[config.mk]
export PLATFORM = sky130hd
export DESIGN_NAME = auto_powerdown_control
export DESIGN_NICKNAME = d
export VERILOG_FILES = /design/src/rtl/apd_pkg.sv /design/src/rtl/auto_powerdown_control.sv
export VERILOG_INCLUDE_DIRS = /design/src /design/src/rtl
export SDC_FILE = /design/constraint.sdc
export NUM_CORES = 1
export LEC_CHECK = 0
export BUFFER_PORTS_ARGS = -buffer_cell sky130_fd_sc_hd__buf_2
export CORE_MARGIN = 1
export CORE_UTILIZATION = 47
export DETAILED_ROUTE_END_ITERATION = 12
export PLACE_DENSITY = 0.77
export SYNTH_ARGS = -nofsm -noshare
export SYNTH_HDL_FRONTEND = slang
export SYNTH_SLANG_ARGS = --single-unit
[constraint.sdc]
create_clock -name SYS_CLK -period 3.31 [get_ports SYS_CLK]
set_clock_uncertainty 0.1 [all_clocks]
set_input_delay 0.993 -clock SYS_CLK [delete_from_list [all_inputs] [get_ports SYS_CLK]]
set_output_delay 0.993 -clock SYS_CLK [all_outputs]
set_load 0.01 [all_outputs]
[src/rtl/apd_defs.svh]
// Constants for the automatic power-down controller
// Function
// - Enabled unit runs four-bit idle counter on general clock once strobe stops.
// - Strobe idle fifteen general clock periods asserts power-down.
// - Enabling the unit alone permits power-down entry.
// - Strobe pulsing again returns the device to normal operation.
// - Chip select returning low or reset returning high also wakes.
// - Power-down blocks MCU bus from memories and both logic arrays.
// - Power-down deselects all memories internally, keeping them in standby.
// - Array clock blocking bit never blocks the clock to the idle counter.
// - Logic arrays and ports stay operational during power-down.
// - Power-down holds I/O levels, address outputs undefined, data/peripheral pins tri-state.
// - Array behaviour depends only on the full-speed bit, not power-down.
// - Chip select high disables memories and I/O space, not arrays.
// - Power registers writable anytime; set blocking bits stop signals reaching arrays.
// - Full speed on by default; when off, arrays idle if inputs static.
// - Toggling unblocked array input keeps arrays active, memories unaffected.
// - Memory idles while inputs stable, wakes one cycle on a transition.
// - Dedicated clock pin clocks macrocells and the idle counter.
// - Power options beyond memory standby and chip select come from registers.
// - Register 0 bit 1 enables the power-down unit.
// - Counter idle when disabled or strobe pulsing; counts at idle polarity.
// - Power registers clear at power-up only, not on reset pin pulses.
// - Reg0 bits 3,4,5 and reg2 bits 2 to 6 select savings.
`ifndef POWER_DEFS_SVH
`define POWER_DEFS_SVH
`define IDLE_LIMIT 4'hf
`define PIN_SYNC_RESET 8'h08
`define PCR0_SLEEP_EN_BIT 1
`define PCR0_TURBO_OFF_BIT 3
`define PCR0_ARRAY_CLK_OFF_BIT 4
`define PCR0_MCELL_CLK_OFF_BIT 5
`define PCR2_CTRL0_OFF_BIT 2
`define PCR2_CTRL1_OFF_BIT 3
`define PCR2_CTRL2_OFF_BIT 4
`define PCR2_STROBE_OFF_BIT 5
`define PCR2_BYTE_EN_OFF_BIT 6
`define PCR0_WRITE_MASK 8'h3a
`define PCR2_WRITE_MASK 8'h7c
`define PCR_RESET_VALUE 8'h00
`endif

[src/rtl/apd_pkg.sv]
// Types for the automatic power-down controller
package sleep_pkg;
  typedef enum logic [0:0] {
    PD_RUN = 1'b0,
    PD_SLEEP = 1'b1
  } pd_state_t;
endpackage

[src/rtl/auto_powerdown_control.sv]
// Automatic power-down unit, power registers and signal blocking
`timescale 1ns/1ps
`default_nettype none
`include "apd_defs.svh"
module auto_powerdown_control
  import sleep_pkg::*;
#(
  parameter int DATA_W = 8,
  parameter int COUNT_W = 4
) (
  input wire logic SYS_CLK,
  input wire logic RST,
  input wire logic ADDRESS_STROBE_IN,
  input wire logic GENERAL_CLOCK_IN,
  input wire logic CHIP_SELECT_N,
  input wire logic RESET_IN_N,
  input wire logic CONTROL_INPUT0,
  input wire logic CONTROL_INPUT1,
  input wire logic CONTROL_INPUT2,
  input wire logic BYTE_ENABLE_IN,
  input wire logic [DATA_W-1:0] ADDR_DATA_IN,
  input wire logic STROBE_IDLE_LEVEL,
  input wire logic PCR0_WR,
  input wire logic PCR2_WR,
  input wire logic [7:0] PCR_WDATA,
  input wire logic DATA_PORT_DRIVE_REQ,
  input wire logic PERIPH_DRIVE_REQ,
  output logic [7:0] POWER_CTRL_REG0,
  output logic [7:0] POWER_CTRL_REG2,
  output logic POWERDOWN_ACTIVE,
  output logic [COUNT_W-1:0] IDLE_COUNT,
  output logic BUS_TO_ARRAYS_EN,
  output logic [DATA_W-1:0] ADDR_DATA_TO_ARRAYS,
  output logic MEM_SELECT,
  output logic IO_SPACE_SELECT,
  output logic MEM_STANDBY,
  output logic ARRAY_CLK_OUT,
  output logic MCELL_CLK_OUT,
  output logic CTRL0_TO_ARRAY,
  output logic CTRL1_TO_ARRAY,
  output logic CTRL2_TO_ARRAY,
  output logic STROBE_TO_ARRAY,
  output logic BYTE_EN_TO_ARRAY,
  output logic ARRAY_FULL_SPEED,
  output logic ARRAY_STANDBY,
  output logic DATA_PORT_OE,
  output logic PERIPH_OE,
  output logic ADDR_OUT_VALID
);

  localparam int SYNC_W = DATA_W + 8;

  // Elaboration stops on widths the counter or bus cannot serve
  if (COUNT_W < 4 || int'(`IDLE_LIMIT) >= (1 << COUNT_W)) begin : g_count_w_check
    $error("COUNT_W too narrow for the idle limit");
  end
  if (DATA_W < 1) begin : g_data_w_check
    $error("DATA_W must be at least one");
  end

  ////////////////////////////////////////////////////////////////////////////
  // Pin synchronisers, two flops before any logic
  logic [SYNC_W-1:0] pin_meta_reg;
  logic [SYNC_W-1:0] pin_sync_reg;
  logic [SYNC_W-1:0] pin_prev_reg;

  always_ff @(posedge SYS_CLK or posedge RST) begin
    if (RST) begin
      // Reset pin rests high, so its rise detector must not see a false edge
      pin_meta_reg <= SYNC_W'(`PIN_SYNC_RESET);
      pin_sync_reg <= SYNC_W'(`PIN_SYNC_RESET);
      pin_prev_reg <= SYNC_W'(`PIN_SYNC_RESET);
    end else begin
      pin_meta_reg <= {ADDR_DATA_IN, BYTE_ENABLE_IN, CONTROL_INPUT2, CONTROL_INPUT1,
                       CONTROL_INPUT0, RESET_IN_N, CHIP_SELECT_N, GENERAL_CLOCK_IN,
                       ADDRESS_STROBE_IN};
      pin_sync_reg <= pin_meta_reg;
      pin_prev_reg <= pin_sync_reg;
    end
  end

  logic strobe_s;
  logic gclk_s;
  logic cs_n_s;
  logic rst_n_s;
  logic [DATA_W-1:0] ad_s;
  logic strobe_edge;
  logic gclk_rise;
  logic cs_fall;
  logic rst_rise;
  logic wake;
  logic ad_change;

  assign strobe_s = pin_sync_reg[0];
  assign gclk_s = pin_sync_reg[1];
  assign cs_n_s = pin_sync_reg[2];
  assign rst_n_s = pin_sync_reg[3];
  assign ad_s = pin_sync_reg[SYNC_W-1:8];
  assign strobe_edge = strobe_s ^ pin_prev_reg[0];
  assign gclk_rise = gclk_s & ~pin_prev_reg[1];
  assign cs_fall = ~cs_n_s & pin_prev_reg[2];
  assign rst_rise = rst_n_s & ~pin_prev_reg[3];
  assign ad_change = |(ad_s ^ pin_prev_reg[SYNC_W-1:8]);
  assign wake = strobe_edge | cs_fall | rst_rise;

  ////////////////////////////////////////////////////////////////////////////
  // Power registers, cleared by power-up reset only
  logic [7:0] pcr0_reg;
  logic [7:0] pcr2_reg;

  // The reset pin is not part of this reset, so its pulses keep settings
  always_ff @(posedge SYS_CLK or posedge RST) begin
    if (RST) begin
      pcr0_reg <= `PCR_RESET_VALUE;
      pcr2_reg <= `PCR_RESET_VALUE;
    end else begin
      if (PCR0_WR) begin
        pcr0_reg <= PCR_WDATA & `PCR0_WRITE_MASK;
      end
      if (PCR2_WR) begin
        pcr2_reg <= PCR_WDATA & `PCR2_WRITE_MASK;
      end
    end
  end

  logic sleep_en;
  logic turbo_off;
  assign sleep_en = pcr0_reg[`PCR0_SLEEP_EN_BIT];
  assign turbo_off = pcr0_reg[`PCR0_TURBO_OFF_BIT];

  ////////////////////////////////////////////////////////////////////////////
  // Idle counter and power-down state
  logic [COUNT_W-1:0] cnt_reg;
  pd_state_t pd_state_reg;
  logic strobe_idle;
  logic count_step;
  logic enter_pd;

  assign strobe_idle = ~strobe_edge & (strobe_s == STROBE_IDLE_LEVEL);
  // Counter sees the raw general clock whatever the blocking bits say
  assign count_step = sleep_en & gclk_rise & strobe_idle & ~wake;
  assign enter_pd = count_step & (cnt_reg == COUNT_W'(`IDLE_LIMIT - 1));

  always_ff @(posedge SYS_CLK or posedge RST) begin
    if (RST) begin
      cnt_reg <= '0;
    end else if (!sleep_en || strobe_edge || wake) begin
      cnt_reg <= '0;
    end else if (count_step && cnt_reg != COUNT_W'(`IDLE_LIMIT)) begin
      cnt_reg <= cnt_reg + 1'b1;
    end
  end

  always_ff @(posedge SYS_CLK or posedge RST) begin
    if (RST) begin
      pd_state_reg <= PD_RUN;
    end else begin
      case (pd_state_reg)
        PD_RUN: begin
          if (enter_pd) begin
            pd_state_reg <= PD_SLEEP;
          end
        end
        PD_SLEEP: begin
          if (wake || !sleep_en) begin
            pd_state_reg <= PD_RUN;
          end
        end
        default: begin
          pd_state_reg <= PD_RUN;
        end
      endcase
    end
  end

  logic pd;
  assign pd = (pd_state_reg == PD_SLEEP);

  ////////////////////////////////////////////////////////////////////////////
  // Bus blocking and memory select
  always_ff @(posedge SYS_CLK or posedge RST) begin
    if (RST) begin
      POWERDOWN_ACTIVE <= 1'b0;
      IDLE_COUNT <= '0;
      BUS_TO_ARRAYS_EN <= 1'b1;
      ADDR_DATA_TO_ARRAYS <= '0;
      POWER_CTRL_REG0 <= `PCR_RESET_VALUE;
      POWER_CTRL_REG2 <= `PCR_RESET_VALUE;
    end else begin
      POWERDOWN_ACTIVE <= pd;
      IDLE_COUNT <= cnt_reg;
      POWER_CTRL_REG0 <= pcr0_reg;
      POWER_CTRL_REG2 <= pcr2_reg;
      BUS_TO_ARRAYS_EN <= ~pd;
      if (!pd) begin
        ADDR_DATA_TO_ARRAYS <= ad_s;
      end
    end
  end

  // Chip select only touches memories and register space, never arrays
  always_ff @(posedge SYS_CLK or posedge RST) begin
    if (RST) begin
      MEM_SELECT <= 1'b0;
      IO_SPACE_SELECT <= 1'b0;
      MEM_STANDBY <= 1'b1;
    end else begin
      MEM_SELECT <= ~pd & ~cs_n_s;
      IO_SPACE_SELECT <= ~pd & ~cs_n_s;
      MEM_STANDBY <= pd | cs_n_s | ~ad_change;
    end
  end

  ////////////////////////////////////////////////////////////////////////////
  // Array input blocking, independent of power-down
  logic [6:0] arr_in;
  logic [6:0] arr_in_prev_reg;
  logic arr_toggle;

  assign arr_in[0] = gclk_s & ~pcr0_reg[`PCR0_ARRAY_CLK_OFF_BIT];
  assign arr_in[1] = gclk_s & ~pcr0_reg[`PCR0_MCELL_CLK_OFF_BIT];
  assign arr_in[2] = pin_sync_reg[4] & ~pcr2_reg[`PCR2_CTRL0_OFF_BIT];
  assign arr_in[3] = pin_sync_reg[5] & ~pcr2_reg[`PCR2_CTRL1_OFF_BIT];
  assign arr_in[4] = pin_sync_reg[6] & ~pcr2_reg[`PCR2_CTRL2_OFF_BIT];
  assign arr_in[5] = strobe_s & ~pcr2_reg[`PCR2_STROBE_OFF_BIT];
  assign arr_in[6] = pin_sync_reg[7] & ~pcr2_reg[`PCR2_BYTE_EN_OFF_BIT];
  assign arr_toggle = |(arr_in ^ arr_in_prev_reg);

  always_ff @(posedge SYS_CLK or posedge RST) begin
    if (RST) begin
      arr_in_prev_reg <= '0;
      {BYTE_EN_TO_ARRAY, STROBE_TO_ARRAY, CTRL2_TO_ARRAY, CTRL1_TO_ARRAY,
       CTRL0_TO_ARRAY, MCELL_CLK_OUT, ARRAY_CLK_OUT} <= '0;
    end else begin
      arr_in_prev_reg <= arr_in;
      {BYTE_EN_TO_ARRAY, STROBE_TO_ARRAY, CTRL2_TO_ARRAY, CTRL1_TO_ARRAY,
       CTRL0_TO_ARRAY, MCELL_CLK_OUT, ARRAY_CLK_OUT} <= arr_in;
    end
  end

  // Standby ignores power-down: only the full-speed bit and toggling count
  always_ff @(posedge SYS_CLK or posedge RST) begin
    if (RST) begin
      ARRAY_FULL_SPEED <= 1'b1;
      ARRAY_STANDBY <= 1'b0;
    end else begin
      ARRAY_FULL_SPEED <= ~turbo_off;
      ARRAY_STANDBY <= turbo_off & ~arr_toggle;
    end
  end

  ////////////////////////////////////////////////////////////////////////////
  // Port pin states; I/O and array outputs are left alone
  always_ff @(posedge SYS_CLK or posedge RST) begin
    if (RST) begin
      DATA_PORT_OE <= 1'b0;
      PERIPH_OE <= 1'b0;
      ADDR_OUT_VALID <= 1'b0;
    end else begin
      DATA_PORT_OE <= DATA_PORT_DRIVE_REQ & ~pd;
      PERIPH_OE <= PERIPH_DRIVE_REQ & ~pd;
      ADDR_OUT_VALID <= ~pd;
    end
  end
endmodule
`default_nettype wire

==> results.cfg <==
[finish]
finalNetCount = 299
drive_above_1_share = 0.4096
syn_to_final_growth_pct = 20.16
antenna_cells = 0
fin_area_sq_mm = 0.003759

[synthesis]
avgSynthCellArea_sq_um = 16.38
synth_compound_area_frac = 0.03840
yosysSeqAreaShare = 0.7624
yosys-mux-area-fraction = 0.05720
synth_cells = 191
syn_area_sq_mm = 0.003128
ys_seq_elements = 95
synth_top_family_by_area = simple AND/OR/NAND/NOR gates
yosysUniqueCellTypes = 33
ys_warn_count = 0
synth_xor_area_frac = 0.04200
synthAdderAreaFrac = 0.008000
synth_simple_gate_area_frac = 0.06160

[place]
gp_congestion = 0.7734
place_area_sq_mm = 0.003536
io_buffers = 66
dp_hpwl_um = 3172

[grt]
grt-ovfl-total = 0
grt_pass1_vias = 1632
grt_max_degree = 96
grt_use_total = 0.1464
grt_antenna_before_repair = 0
grt_pass1_wl_um = 7762

[drt]
post-route-drc-count = 0
first_pass_iters = 4
drtIter0Drc = 72
viasPerCell = 4.727
vias = 1645
wire_per_inst_um = 13.43
routed_wl_um = 4675
antenna_violating_nets_post_route = 0

[pwr]
intPower_uw = 1742
ir_worst_vdd_mv = 0.3176
clock_power_share = 0.368
p_comb_frac = 0.067
leakagePower_uw = 0.001772
power_switching_uw = 490.7
p_per_area_mw_per_mm2 = 593.9
p_sw_frac = 0.2198
seqPwrFrac = 0.565

[sta]
slew_headroom = 0.6265
final-hold-violation-count = 0
slew_viol_final = 0
setup_viol = 0
worstMarginPinSlew_ns = 0.5602
rsz0062_at_grt = false
post-route-period-util = 0.6295
final.setup.tns_ns = 0
fin_crit_ns = 2.084
fmax_mhz = 480.0

[floorplanning]
rows = 29
start_util = 0.4898
ios = 76
coreArea_sq_mm = 0.006386
die_h_um = 83.58
fp.dieArea_sq_mm = 0.006986
fp.dieW_um = 83.58

[clock_tree]
cts_max_path_buffers = 2
post_cts_buffers = 0
cts.clk_slew.worst_paths_ns = 0.09
cts_tree = built
root_buffer = clkbuf_8
h-tree-depth = 3
worstSkewPairLatency_ns = 0.35
cts_resized = 0
cts_sinks = 95
numCtsBuffers = 9
ctsHoldBuffers = 0

[worst_setup_path]
crit_path_start_kind = register
r2r-start = cnt_reg[0]
required_ns = 2.22
crit_path_end = MEM_STANDBY
worstPathMaxFanout = 1
reg2reg_depth = 5
startpoint = MEM_STANDBY
crit_buf_inv = 1
cp-end-kind = output port
path_depth = 1
path_delay_family = flip-flops
reg2reg_to = cnt_reg[3]
max_stage_delay_ns = 0.52
path_class = register to output port
critical_path.slowest_cell = dfstp_2
path_cells = buf_2
r2r_slack_ns = 1.69
cp.arrival_ns = 0.99

[outcome]
status = complete, no violations

[run]
maxCapViolations = 0

[hold_path]
hold_path_class = register to register
## layout make-up
class / instances / area (sq um)
fill: 513 / 2628
clock inverter: 5 / 81.33
tap: 77 / 96.34
clock buffer: 11 / 141.4
timing repair buffer: 67 / 350.3
inverter: 7 / 30.03
multi-input combinational: 86 / 674.4
sequential: 95 / 2385
## through the flow
| step | setup WS (ns) | hold WS, ns | total power (uW) | instances | utilization |
|---|---|---|---|---|---|
| 2_1_floorplan | 1.102 | 0.2312 | 1373 | 197 | - |
| 3_3_place_gp | 1.223 | 0.2316 | 1430 | 332 | 0.5537 |
| 3_5_place_dp | 1.191 | 0.2355 | 1439 | 332 | 0.5537 |
| 4_1_cts | 1.207 | 0.2544 | 2259 | 348 | 0.5886 |
| 5_1_grt | 1.196 | 0.2616 | 2327 | 348 | 0.5886 |
| 6_report | 1.226 | 0.2517 | 2232 | 348 | 0.5886 |
## worst min path at each step
stage | from | slack, ns | cells after the start | end
after floorplan | pin_meta_reg[0] | 0.23 | 0 | pin_sync_reg[0]
after global placement | pin_meta_reg[9] | 0.23 | 0 | pin_sync_reg[9]
after detailed placement | pin_meta_reg[2] | 0.24 | 0 | pin_sync_reg[2]
after CTS | pin_meta_reg[2] | 0.25 | 0 | pin_sync_reg[2]
after global routing | pin_meta_reg[10] | 0.26 | 0 | pin_sync_reg[10]
final | pin_meta_reg[5] | 0.25 | 0 | pin_sync_reg[5]
## synth_stat cells (all sizes together)
master / n / area share
mux2: 15 / 0.054
a21oi: 2 / 0.0032
a221oi: 1 / 0.0048
o31a: 1 / 0.0028
a22oi: 1 / 0.0024
or3: 1 / 0.0020
conb: 1 / 0.0012
a31oi: 1 / 0.0020
and3: 3 / 0.0084
a311oi: 1 / 0.0028
ha: 2 / 0.0080
inv: 7 / 0.0084
xnor2: 12 / 0.034
mux2i: 1 / 0.0032
dfrtp: 89 / 0.71
nor3: 2 / 0.0048
o21a: 3 / 0.0072
o21ai: 4 / 0.0064
nor2b: 11 / 0.022
and4: 1 / 0.0028
xor2: 3 / 0.0084
dfstp: 6 / 0.050
buf: 9 / 0.021
nand2: 3 / 0.0036
nor2: 3 / 0.0036
nand3: 2 / 0.0032
nand4: 3 / 0.0060
and3b: 1 / 0.0032
nor4: 1 / 0.0020
o211ai: 1 / 0.0068
## worst reg2reg max path, delay by kind of cell, from the launching register on
family,cells,cell delay [ns]
AO/OA/AOI/OAI,2,0.26
adder cells (fa/ha/maj),1,0.25
flip-flops,1,0.44
AND/OR/NAND/NOR,2,0.49
## placed cells by master (no fill, tap or decap), drive strengths merged, types with 2 or more instances in the layout
cell	synthesis	routed
nor3	2	2
mux2	15	15
nand3	2	2
nor2b	11	11
clkinv	0	2
inv	7	6
nand4	3	3
and3	3	3
clkbuf	0	11
clkinvlp	0	2
nand2	3	3
ha	2	2
xnor2	12	12
o21ai	4	4
o21a	3	3
dfrtp	89	89
xor2	3	3
bufinv	0	2
dfstp	6	6
a21oi	2	2
conb	1	7
nor2	3	3
buf	9	67
## power groups by stage
stage	registers, uW	clock network, uW	logic [uW]
floorplan	1290	0	81.5
global placement	1280	0	149
detailed placement	1290	0	153
CTS	1260	843	153
global route	1270	889	167
finish	1260	822	149
## layer usage
metal | vias up | wire length [um] | global-route usage
li1 | 770 | - | -
met1 | 815 | 2046 | 0.1890
met2 | 47 | 2283 | 0.2239
met3 | 13 | 200 | 0.03165
met4 | 0 | 144 | 0.09707
met5 | - | 0 | 0
## logic make-up after synthesis
group	count (synthesis)
AO/OA/AOI/OAI	15
XOR/XNOR	15
adder cells (fa/ha/maj)	2
buffers and inverters	16
flip-flops	95
multiplexers	16
other	1
AND/OR/NAND/NOR	31
Note: power is estimated with default switching activity, not from simulation.
